--- src/hdl/supply_monitor_pkg.sv ---
// Constants shared by the supply integrity monitor
package supply_monitor_pkg;
	// Register map: one control/status word
	localparam logic [31:0] CSR_ADDR = 32'h0000_0000;
	localparam logic [7:0] CSR_RESET = 8'h00;
	localparam int IE_BIT = 6;
	localparam int FLAG_BIT = 5;
	localparam int BO_CAUSE_BIT = 4;
	localparam int WDG_CAUSE_BIT = 0;

	// AHB-Lite encodings
	localparam logic [1:0] HTRANS_NONSEQ = 2'h2;
	localparam logic [2:0] HSIZE_WORD = 3'h2;
	localparam logic [31:0] RDATA_UNMAPPED = 32'h0000_0000;

	// Timing
	localparam int CLK_PERIOD_NS = 50;
	localparam int DELAY_SHORT_CYC = 256;
	localparam int DELAY_LONG_CYC = 4096;
	localparam int WDG_PULSE_MIN_NS = 30000;
	localparam int WDG_PULSE_CYC = (WDG_PULSE_MIN_NS + CLK_PERIOD_NS - 1) / CLK_PERIOD_NS;
	localparam int DLY_W = 13;
	localparam int WDG_W = 16;
endpackage

--- src/hdl/supply_integrity_monitor.sv ---
// Supply integrity monitor: brown-out reset, watchdog reset pulse, supply warning flag and irq
//
// Functional notes
// - With enable set, every change of the warning flag after the reset delay requests an interrupt.
// - Pending warning request clears itself when the CPU enters its service routine.
// - Bit 5 is a read-only warning flag tracking the synchronised comparator one clock after the synchroniser output.
// - Interrupt reaches the CPU only with enable set and CPU mask cleared.
// - Warning interrupt wakes from WAIT, never from HALT.
// - In HALT the control/status register is frozen; only brown-out, watchdog and external resets still change it.
// - Warning flag and interrupt work only when the brown-out option is on.
// - Rising crossing inside the reset delay gives no interrupt.
// - Enabling while below threshold gives one interrupt, crossing gives another.
// - Enabling after the rising crossing gives exactly one interrupt.
// - Watchdog underflow drives the reset pin low for a minimum pulse.
// - Reset pin held low for the whole brown-out reset.
// - Static reset held while the low-voltage comparator reports low supply.
// - Brown-out reset is active only when selected by option.
// - Register resets to 000x 000x.
// - Bit 4 set by brown-out reset, cleared only by software writing zero.
// - Bit 0 set by watchdog reset, cleared by software zero, external reset or brown-out reset.
// - Cause flags read 00 external, 01 watchdog, 1x brown-out.
module supply_integrity_monitor #(
	parameter int DELAY_SHORT = supply_monitor_pkg::DELAY_SHORT_CYC,
	parameter int DELAY_LONG = supply_monitor_pkg::DELAY_LONG_CYC,
	parameter int WDG_PULSE = supply_monitor_pkg::WDG_PULSE_CYC
) (
	input wire logic hclk,
	input wire logic hresetn,
	input wire logic hsel,
	input wire logic [31:0] haddr,
	input wire logic [1:0] htrans,
	input wire logic hwrite,
	input wire logic [2:0] hsize,
	input wire logic [31:0] hwdata,
	input wire logic hready,
	output logic hreadyout,
	output logic [31:0] hrdata,
	output logic hresp,
	input wire logic brownout_option_en,
	input wire logic reset_delay_long,
	input wire logic brownout_comp_low,
	input wire logic warn_comp_low,
	input wire logic wdg_underflow,
	input wire logic halt_mode,
	input wire logic wait_mode,
	input wire logic cpu_irq_mask,
	input wire logic irq_ack,
	input wire logic rst_pin_i,
	output logic rst_pin_o,
	output logic rst_pin_oe,
	output logic static_reset,
	output logic supply_irq,
	output logic wake_from_wait
);
	typedef struct packed {
		logic wr_pend;
		logic ie;
		logic flag;
		logic bo_cause;
		logic wdg_cause;
		logic pend;
		logic [supply_monitor_pkg::DLY_W-1:0] dly;
		logic [supply_monitor_pkg::WDG_W-1:0] wdg_cnt;
		logic [2:0] oe_hist;
		logic [31:0] rdata;
	} state_s;

	state_s st_q;
	state_s st_d;

	logic opt_s;
	logic bo_s;
	logic warn_s;
	logic rst_in_s;
	logic bo_rst;
	logic ext_rst;
	logic warn_now;
	logic armed;
	logic addr_hit;
	logic take;
	logic ie_rise;
	logic toggle;
	logic event_req;
	logic [7:0] csr_val;

	// Stretch length as stored in the counter
	localparam logic [supply_monitor_pkg::WDG_W-1:0] WDG_W_VAL = supply_monitor_pkg::WDG_W'(WDG_PULSE);

	function automatic logic [7:0] pack_csr(input state_s s);
		logic [7:0] v;
		v = supply_monitor_pkg::CSR_RESET;
		v[supply_monitor_pkg::IE_BIT] = s.ie;
		v[supply_monitor_pkg::FLAG_BIT] = s.flag;
		v[supply_monitor_pkg::BO_CAUSE_BIT] = s.bo_cause;
		v[supply_monitor_pkg::WDG_CAUSE_BIT] = s.wdg_cause;
		return v;
	endfunction

	// Option, comparators and pin are all outside this clock domain
	supply_sync #(.W(4), .RESET_VAL(4'h1)) u_sync (
		.hclk(hclk),
		.hresetn(hresetn),
		.async_in({brownout_option_en, brownout_comp_low, warn_comp_low, rst_pin_i}),
		.sync_out({opt_s, bo_s, warn_s, rst_in_s})
	);

	assign bo_rst = opt_s & bo_s;
	assign static_reset = bo_rst;
	assign rst_pin_o = 1'b0;
	// Open drain: only ever pulls low
	assign rst_pin_oe = bo_rst | wdg_underflow | (st_q.wdg_cnt != '0);
	// Our own release takes a few cycles to show through the synchroniser
	assign ext_rst = !rst_in_s && !rst_pin_oe && (st_q.oe_hist == 3'h0);
	assign warn_now = opt_s & warn_s;
	assign armed = (st_q.dly == '0) && !bo_rst && !rst_pin_oe;
	assign addr_hit = haddr == supply_monitor_pkg::CSR_ADDR;
	assign take = hsel && hready && (htrans == supply_monitor_pkg::HTRANS_NONSEQ);
	assign csr_val = pack_csr(st_q);

	assign hreadyout = 1'b1;
	assign hresp = 1'b0;
	assign hrdata = st_q.rdata;

	assign supply_irq = st_q.pend & st_q.ie & !cpu_irq_mask;
	assign wake_from_wait = supply_irq & wait_mode & !halt_mode;

	always_comb begin
		st_d = st_q;
		ie_rise = 1'b0;
		toggle = 1'b0;
		event_req = 1'b0;
		st_d.oe_hist = {st_q.oe_hist[1:0], rst_pin_oe};

		// Bus address phase; reads are answered with zero wait states
		st_d.wr_pend = take && hwrite && addr_hit && (hsize == supply_monitor_pkg::HSIZE_WORD);
		if (take && !hwrite) begin
			st_d.rdata = addr_hit ? {24'h00_0000, csr_val} : supply_monitor_pkg::RDATA_UNMAPPED;
		end

		// Watchdog pulse stretcher
		if (wdg_underflow) begin
			st_d.wdg_cnt = supply_monitor_pkg::WDG_W'(WDG_PULSE);
		end else if (st_q.wdg_cnt != '0) begin
			st_d.wdg_cnt = st_q.wdg_cnt - 1'b1;
		end

		// Reset delay phase: warning changes during it are absorbed silently
		if (bo_rst || ext_rst || rst_pin_oe) begin
			st_d.dly = reset_delay_long ? supply_monitor_pkg::DLY_W'(DELAY_LONG)
				: supply_monitor_pkg::DLY_W'(DELAY_SHORT);
		end else if (st_q.dly != '0) begin
			st_d.dly = st_q.dly - 1'b1;
		end

		if (!halt_mode) begin
			// Bit 7 and bits 3:1 are not stored
			if (st_q.wr_pend) begin
				st_d.ie = hwdata[supply_monitor_pkg::IE_BIT];
				if (!hwdata[supply_monitor_pkg::BO_CAUSE_BIT]) begin
					st_d.bo_cause = 1'b0;
				end
				if (!hwdata[supply_monitor_pkg::WDG_CAUSE_BIT]) begin
					st_d.wdg_cause = 1'b0;
				end
			end
			// Enable rising while the supply is low counts as an event of its own
			ie_rise = st_d.ie && !st_q.ie;
			toggle = warn_now != st_q.flag;
			st_d.flag = warn_now;
			// Nothing is requested until the reset delay has run out
			event_req = armed && ((toggle && st_d.ie) || (ie_rise && warn_now));
			if (irq_ack) begin
				st_d.pend = 1'b0;
			end
			// A new event in the ack cycle is kept
			if (event_req) begin
				st_d.pend = 1'b1;
			end
		end

		// Reset causes act even in HALT
		if (ext_rst) begin
			st_d.wdg_cause = 1'b0;
			st_d.ie = 1'b0;
			st_d.pend = 1'b0;
		end
		if (wdg_underflow) begin
			st_d.wdg_cause = 1'b1;
			st_d.ie = 1'b0;
			st_d.pend = 1'b0;
		end
		// Brown-out wins so the watchdog cause starts cleared
		if (bo_rst) begin
			st_d.bo_cause = 1'b1;
			st_d.wdg_cause = 1'b0;
			st_d.ie = 1'b0;
			st_d.pend = 1'b0;
		end
	end

	always_ff @(posedge hclk or negedge hresetn) begin
		if (!hresetn) begin
			st_q <= '0;
		end else begin
			st_q <= st_d;
		end
	end
endmodule

--- src/hdl/supply_sync.sv ---
// Two flip-flop synchroniser for asynchronous levels
module supply_sync #(
	parameter int W = 1,
	parameter logic [W-1:0] RESET_VAL = '0
) (
	input wire logic hclk,
	input wire logic hresetn,
	input wire logic [W-1:0] async_in,
	output logic [W-1:0] sync_out
);
	logic [W-1:0] meta_q;
	logic [W-1:0] sync_q;

	// First stage feeds only the second stage
	always_ff @(posedge hclk or negedge hresetn) begin
		if (!hresetn) begin
			meta_q <= RESET_VAL;
			sync_q <= RESET_VAL;
		end else begin
			meta_q <= async_in;
			sync_q <= meta_q;
		end
	end

	assign sync_out = sync_q;
endmodule

--- config.mk ---
export PLATFORM = sky130hd
export DESIGN_NAME = supply_integrity_monitor
export DESIGN_NICKNAME = d
export VERILOG_FILES = /design/src/hdl/supply_monitor_pkg.sv /design/src/hdl/supply_integrity_monitor.sv /design/src/hdl/supply_sync.sv
export SDC_FILE = /design/constraint.sdc
export NUM_CORES = 1
export LEC_CHECK = 0
export BUFFER_PORTS_ARGS = -buffer_cell sky130_fd_sc_hd__buf_2
export CAP_MARGIN = 25
export CORE_MARGIN = 3
export CORE_UTILIZATION = 53
export CTS_BUF_LIST = sky130_fd_sc_hd__clkbuf_8
export CTS_CLUSTER_SIZE = 10
export DETAILED_ROUTE_END_ITERATION = 8
export HOLD_SLACK_MARGIN = 0.12
export PLACE_DENSITY = 0.95
export SLEW_MARGIN = 25
export SYNTH_ARGS = -nofsm -noshare
export SYNTH_HDL_FRONTEND = slang
export SYNTH_SLANG_ARGS = --single-unit
export TNS_END_PERCENT = 10
--- constraint.sdc ---
create_clock -name hclk -period 3.1 [get_ports hclk]
set_input_delay 0.155 -clock hclk [delete_from_list [all_inputs] [get_ports hclk]]
set_output_delay 0.155 -clock hclk [all_outputs]
set_load 0.1 [all_outputs]
After elaboration in Yosys (flattened, before gate mapping)

Index checks and enable logic that the tools add are counted.

Equal/unequal tests: 7
Reduce and logical (&&, ||, !) cells: 37
Add/sub/neg operators: 2
Muxes and demuxes: 20
Bitwise logic cells: 8

Operator list:

| cell                                                | count |
|---|---|
| 2-to-1 mux 13 bit                                   | 3 |
| zero test 32 bit                                    | 1 |
| 2-to-1 mux 16 bit                                   | 2 |
| nonzero test 16 bit                                 | 1 |
| subtractor 16 x 1 -> 16 bit (second input constant) | 1 |
| logical AND 1 bit                                   | 14 |
| zero test 13 bit                                    | 1 |
| nonzero test 13 bit                                 | 1 |
| subtractor 13 x 1 -> 13 bit (second input constant) | 1 |
| 2-to-1 mux 1 bit                                    | 9 |
| zero test 1 bit                                     | 7 |
| 2-to-1 mux 7 bit                                    | 1 |
| AND 1 bit                                           | 6 |
| 2-to-1 mux 2 bit                                    | 3 |
| AND reduction 3 bit                                 | 2 |
| nonzero test 2 bit                                  | 3 |
| 2-to-1 mux 5 bit                                    | 1 |
| nonzero test 5 bit                                  | 1 |
| != test 2 x 1 -> 1 bit (second input constant)      | 2 |
| != test 4 x 1 -> 1 bit (second input constant)      | 1 |
| != test 4 x 2 -> 1 bit (second input constant)      | 1 |
| nonzero test 4 bit                                  | 1 |
| == test 3 x 2 -> 1 bit (second input constant)      | 1 |
| zero test 3 bit                                     | 1 |
| other kinds (6)                                     | 9 |

Register bits after elaboration: 78
Word-level logic and storage cells: 86
Output and inout bits: 39

Logic depth before layout (Yosys ltp)

Depth after elaboration: 11
Mapped depth: 7

Cells and area by module

Synthesis repeated with hierarchy kept, for this count alone.

Cells, all modules: 278
Area, all modules: 2775.2 um^2

By module, submodules not included:

| module                   | times used | cells each | area each (um^2) |
|---|---|---|---|
| supply_integrity_monitor | 1          | 270        | 2572.5 |
| supply_sync              | 1          | 8          | 202.7 |

Worst setup path before layout

OpenSTA, ideal clock, no wires.

Path type: reg-to-output
Start: register st_q, in the netlist csr_val[6]
End: output port wake_from_wait
Path slack: -0.628 ns
Arrival time: 3.573 ns
Required time: 2.945 ns
Cell stages (with the launch flop): 3
Buffers on the path: 0
Path through: dfrtp_1 > nand2_1 > nor4b_1

Longest elaborated chain between the ends: 4

RTL lines:

| element                | line                            | source |
|---|---|---|
| from (decl)            | supply_integrity_monitor.sv:68  | `state_s st_q;` |
| from (signal assigned) | supply_integrity_monitor.sv:205 | `st_q <= st_d;` |
| AND 1 bit (2 in a row) | supply_integrity_monitor.sv:124 | `assign supply_irq = st_q.pend & st_q.ie & !cpu_irq_mask;` |
| AND 1 bit (2 in a row) | supply_integrity_monitor.sv:125 | `assign wake_from_wait = supply_irq & wait_mode & !halt_mode;` |
| to (decl)              | supply_integrity_monitor.sv:53  | `output logic wake_from_wait` |

No other way between the ends.

Final worst setup path

Start: register st_q[35] in the netlist's numbering
End: register st_q[47] in the netlist's numbering

Longest elaborated chain between the ends: 3
Elaborated cells between the ends (all ways): 5

RTL lines:

| element                     | line                            | source |
|---|---|---|
| subtractor 16 x 1 -> 16 bit | supply_integrity_monitor.sv:144 | `st_d.wdg_cnt = st_q.wdg_cnt - 1'b1;` |
| 2-to-1 mux 16 bit           | supply_integrity_monitor.sv:143 | `end else if (st_q.wdg_cnt != '0) begin` |
| 2-to-1 mux 16 bit           | supply_integrity_monitor.sv:141 | `if (wdg_underflow) begin` |

Several ways; a longest one is shown, not always the timed one. The select of a mux whose other input is x is not followed.
A chain may end at the register's enable or synchronous reset.

==> key figures <==
Logic synthesis
  • Dominant synthesized flop cell: dfrtp_1
  • #FFs+latches synth: 50
  • Syn avg cell area: 9.792 um^2
  • Synth Warn #: 0
  • Asr flop ratio synth: 100.0%
  • Mapped Cells: about 290
  • Synthesized area: 2820 um^2
  • Sequential fraction of the synthesis area: 44.45%
  • EDFF count, synth: 0
  • Netlist cell types: slightly below 60

Floorplanning
  • CORE AREA: between 4000 and 5000 um^2
  • Die width: 78.95 um
  • Die area: 6232 um^2
  • DIE HEIGHT: 78.95 um
  • I/O Pins: around 120
  • Initial core utilization: ~57%
  • Cell row count: 25

Clock network
  • CTS H-Tree Depth: 2
  • Worst-Skew Late Latency: 310 ps
  • Root Driver: clkbuf_8
  • CTS tree: built
  • Clk pin slew, worst setup/hold paths: 100 ps
  • CTS Sinks: 50
  • # Post-CTS Setup Buffers: 0
  • Clock tree buffer depth: 2
  • CTS Buf Count: 5

Worst setup path
  • Required time worst endpoint: 3300 ps
  • CP delay by family, top: simple AND/OR/NAND/NOR gates
  • Worst path buffer plus inverter count: 1
  • Startpoint type of the worst setup path: register
  • Slowest stage cell, crit path: nor4b_2
  • Critical Path End Type: register
  • Crit path kind: register to register
  • Max incr delay on CP: 730 ps
  • CP Cell Sequence: inv_1 > ha_1 > or4b_1 > nor4b_2 > a2111oi_0 > mux2_2
  • Worst R2R Setup Slack: 430 ps
  • Worst Path Max Fanout: 11
  • Critical Path AT: 2860 ps

Place
  • Final HPWL DP: approximately 4.5 mm
  • Placed instance count: 405
  • Gp weighted congestion: 0.8692
  • IO buf count: 62
  • Area after DPL: 3048 um^2

Route
  • Wire per inst: 14.98 um
  • DR DRC count: 0
  • Drt initial violations: 176
  • Vias/cell: 5.666
  • Vias: 2391
  • Drt total wl: 6.321 mm
  • Pre-antenna DRT Iters: 4
  • DRT antenna net count: 0

Timing
  • Max Clock Freq: 0.3747 GHz
  • Final setup vio count: 0
  • Rel. slew slack: between 40 and 50%
  • Setup Skew: 15.50 ps
  • Period utilization: 86.08%
  • RSZ-0062 raised after global routing: no
  • Min Clock Period, post-route: 2669 ps
  • Final Hold Fails: 0
  • Tightest Pin Transition: between 800 and 900 ps
  • Setup_tns: 0 ps
  • Max Slew Vio Count: 0

Final layout
  • FF/Latch Area: 1254 um^2
  • Synthesis-to-layout area growth: 14.64%
  • Ant diodes: 0
  • Number of nets in the layout: roughly 440
  • FILL cells: 386
  • Commonest non-fill, non-tap cell in the layout: buf_2
  • Non-filler cells, final: about 420
  • Util after Layout: 65.42%
  • Final Cell Area: 3233 um^2
  • Multi-input combinational cell area: 1356 um^2
  • Share of cells above drive strength 1: between 20 and 30%
  • Commonest cells after routing, fill and taps aside: buf_2 (61), dfrtp_1 (48), conb_1 (31)

Global routing
  • Largest net degree at the start of global routing: 51
  • Vias in the first global route: 2239
  • GR Overflow Total: 0
  • Gr usage total: 20.76%
  • Antenna violations before repair: 0
  • First-pass GRT wire length: ~10 mm

Hold path
  • Worst Hold Class: input pin to register

Pwr
  • Total Power: 1383 uW
  • Leakage power: 0.001541 uW
  • Peak supply drop: 0.2322 mV
  • Power density cells: 427.9 nW/um^2

Outcome
  • Status: finished, final reports clean

Job
  • Maximum capacitance violations: 0
## what timing repair did
item	in CTS	in global routing
hold buffers	9	0
endpoints found under the hold margin	57	0
gates resized for setup	0	0
## where the power goes
part / switching [uW] / total, uW / internal, uW
clock network: 229 / 396 / 166
logic: 241 / 303 / 62.6
registers: 15.4 / 684 / 669
total: 486 / 1380 / 898
## cell type report
class | instances | share of cell area [%]
inverter | 7 | 0.8127
clock inverter | 3 | 0.8127
timing repair buffer | 73 | 12.93
clock buffer | 5 | 2.128
sequential | 50 | 38.78
tap | 67 | 2.593
multi-input combinational | 217 | 41.95
## worst min-delay path: stages
cell and delay [ps]:
buf_2 80, nor4bb_1 40, and3_1 170
## flip-flops by register name (all words and copies together), names as in the netlist
signal and cells:
st_q 32, csr_val 4, hrdata 4, u_sync.meta_q 4
u_sync.sync_out 4, st_d 2
## cells by family after synthesis
logic type | after synthesis | synth area share [%]
other | 2 | 0.2663
AOI/OAI and AO/OA | 50 | 12.11
buffers and inverters | 50 | 11.53
and+or+nand+nor | 122 | 26.26
xor gates and xnor gates | 3 | 0.9318
adders and majority gates | 4 | 1.775
muxes | 7 | 2.662
DFF | 50 | 44.45
## Yosys cell counts (all sizes together) (2+ instances only)
cell	number	area share, %
a211oi	2	0.53
a21oi	14	2.5
a31o	4	1.2
a41o	2	0.71
and3	2	0.44
and4	2	0.62
buf	40	10
clkbuf	3	0.40
conb	2	0.27
dfrtp	48	43
dfstp	2	1.9
ha	4	1.8
inv	6	0.80
mux2	4	1.6
mux2i	3	1.1
nand2	10	1.3
nand2b	4	0.89
nand3	9	1.6
nand4	4	0.89
nor2	22	2.9
nor2b	9	2.0
nor3	4	0.71
nor3b	2	0.53
nor4	16	3.8
nor4b	5	1.8
o21ai	9	1.6
o311a	2	0.71
o31ai	6	1.6
o41ai	3	0.93
or2	4	0.89
or3	9	2.0
or3b	3	0.93
or4	11	3.1
or4b	2	0.71
xnor2	2	0.62
## stage by stage
| step | setup slack [ps] | hold WS, ps |
|---|---|---|
| final | 431.4 | 163.6 |
| after global placement | 618.8 | 262.3 |
| after detailed placement | 519.3 | 205.0 |
| after CTS | 480.3 | 149.3 |
| after global routing | 215.3 | 175.1 |
| after floorplan | 713.7 | -140.6 |
## routing by layer
metal	up-vias	share of wire (%)	global-route usage [%]
met2	121	50	37.61
li1	1131	-	-
met1	1123	39	24.61
met3	16	8.8	4.082
met5	-	0	0
met4	0	2.0	6.873
## worst paths after layout
path	from	cells after the start	endpoint
setup / recovery	st_q[35]	6	st_q[47]
hold / removal	hsize[2]	3	st_q[69]
setup reg to reg	st_q[35]	6	st_q[47]
hold reg to reg	u_sync.meta_q[0]	0	u_sync.sync_out[0]
max in group asynchronous	hresetn	2	st_q[51]
min in group asynchronous	hresetn	2	st_q[42]
Power figures use the tool's default switching activity.
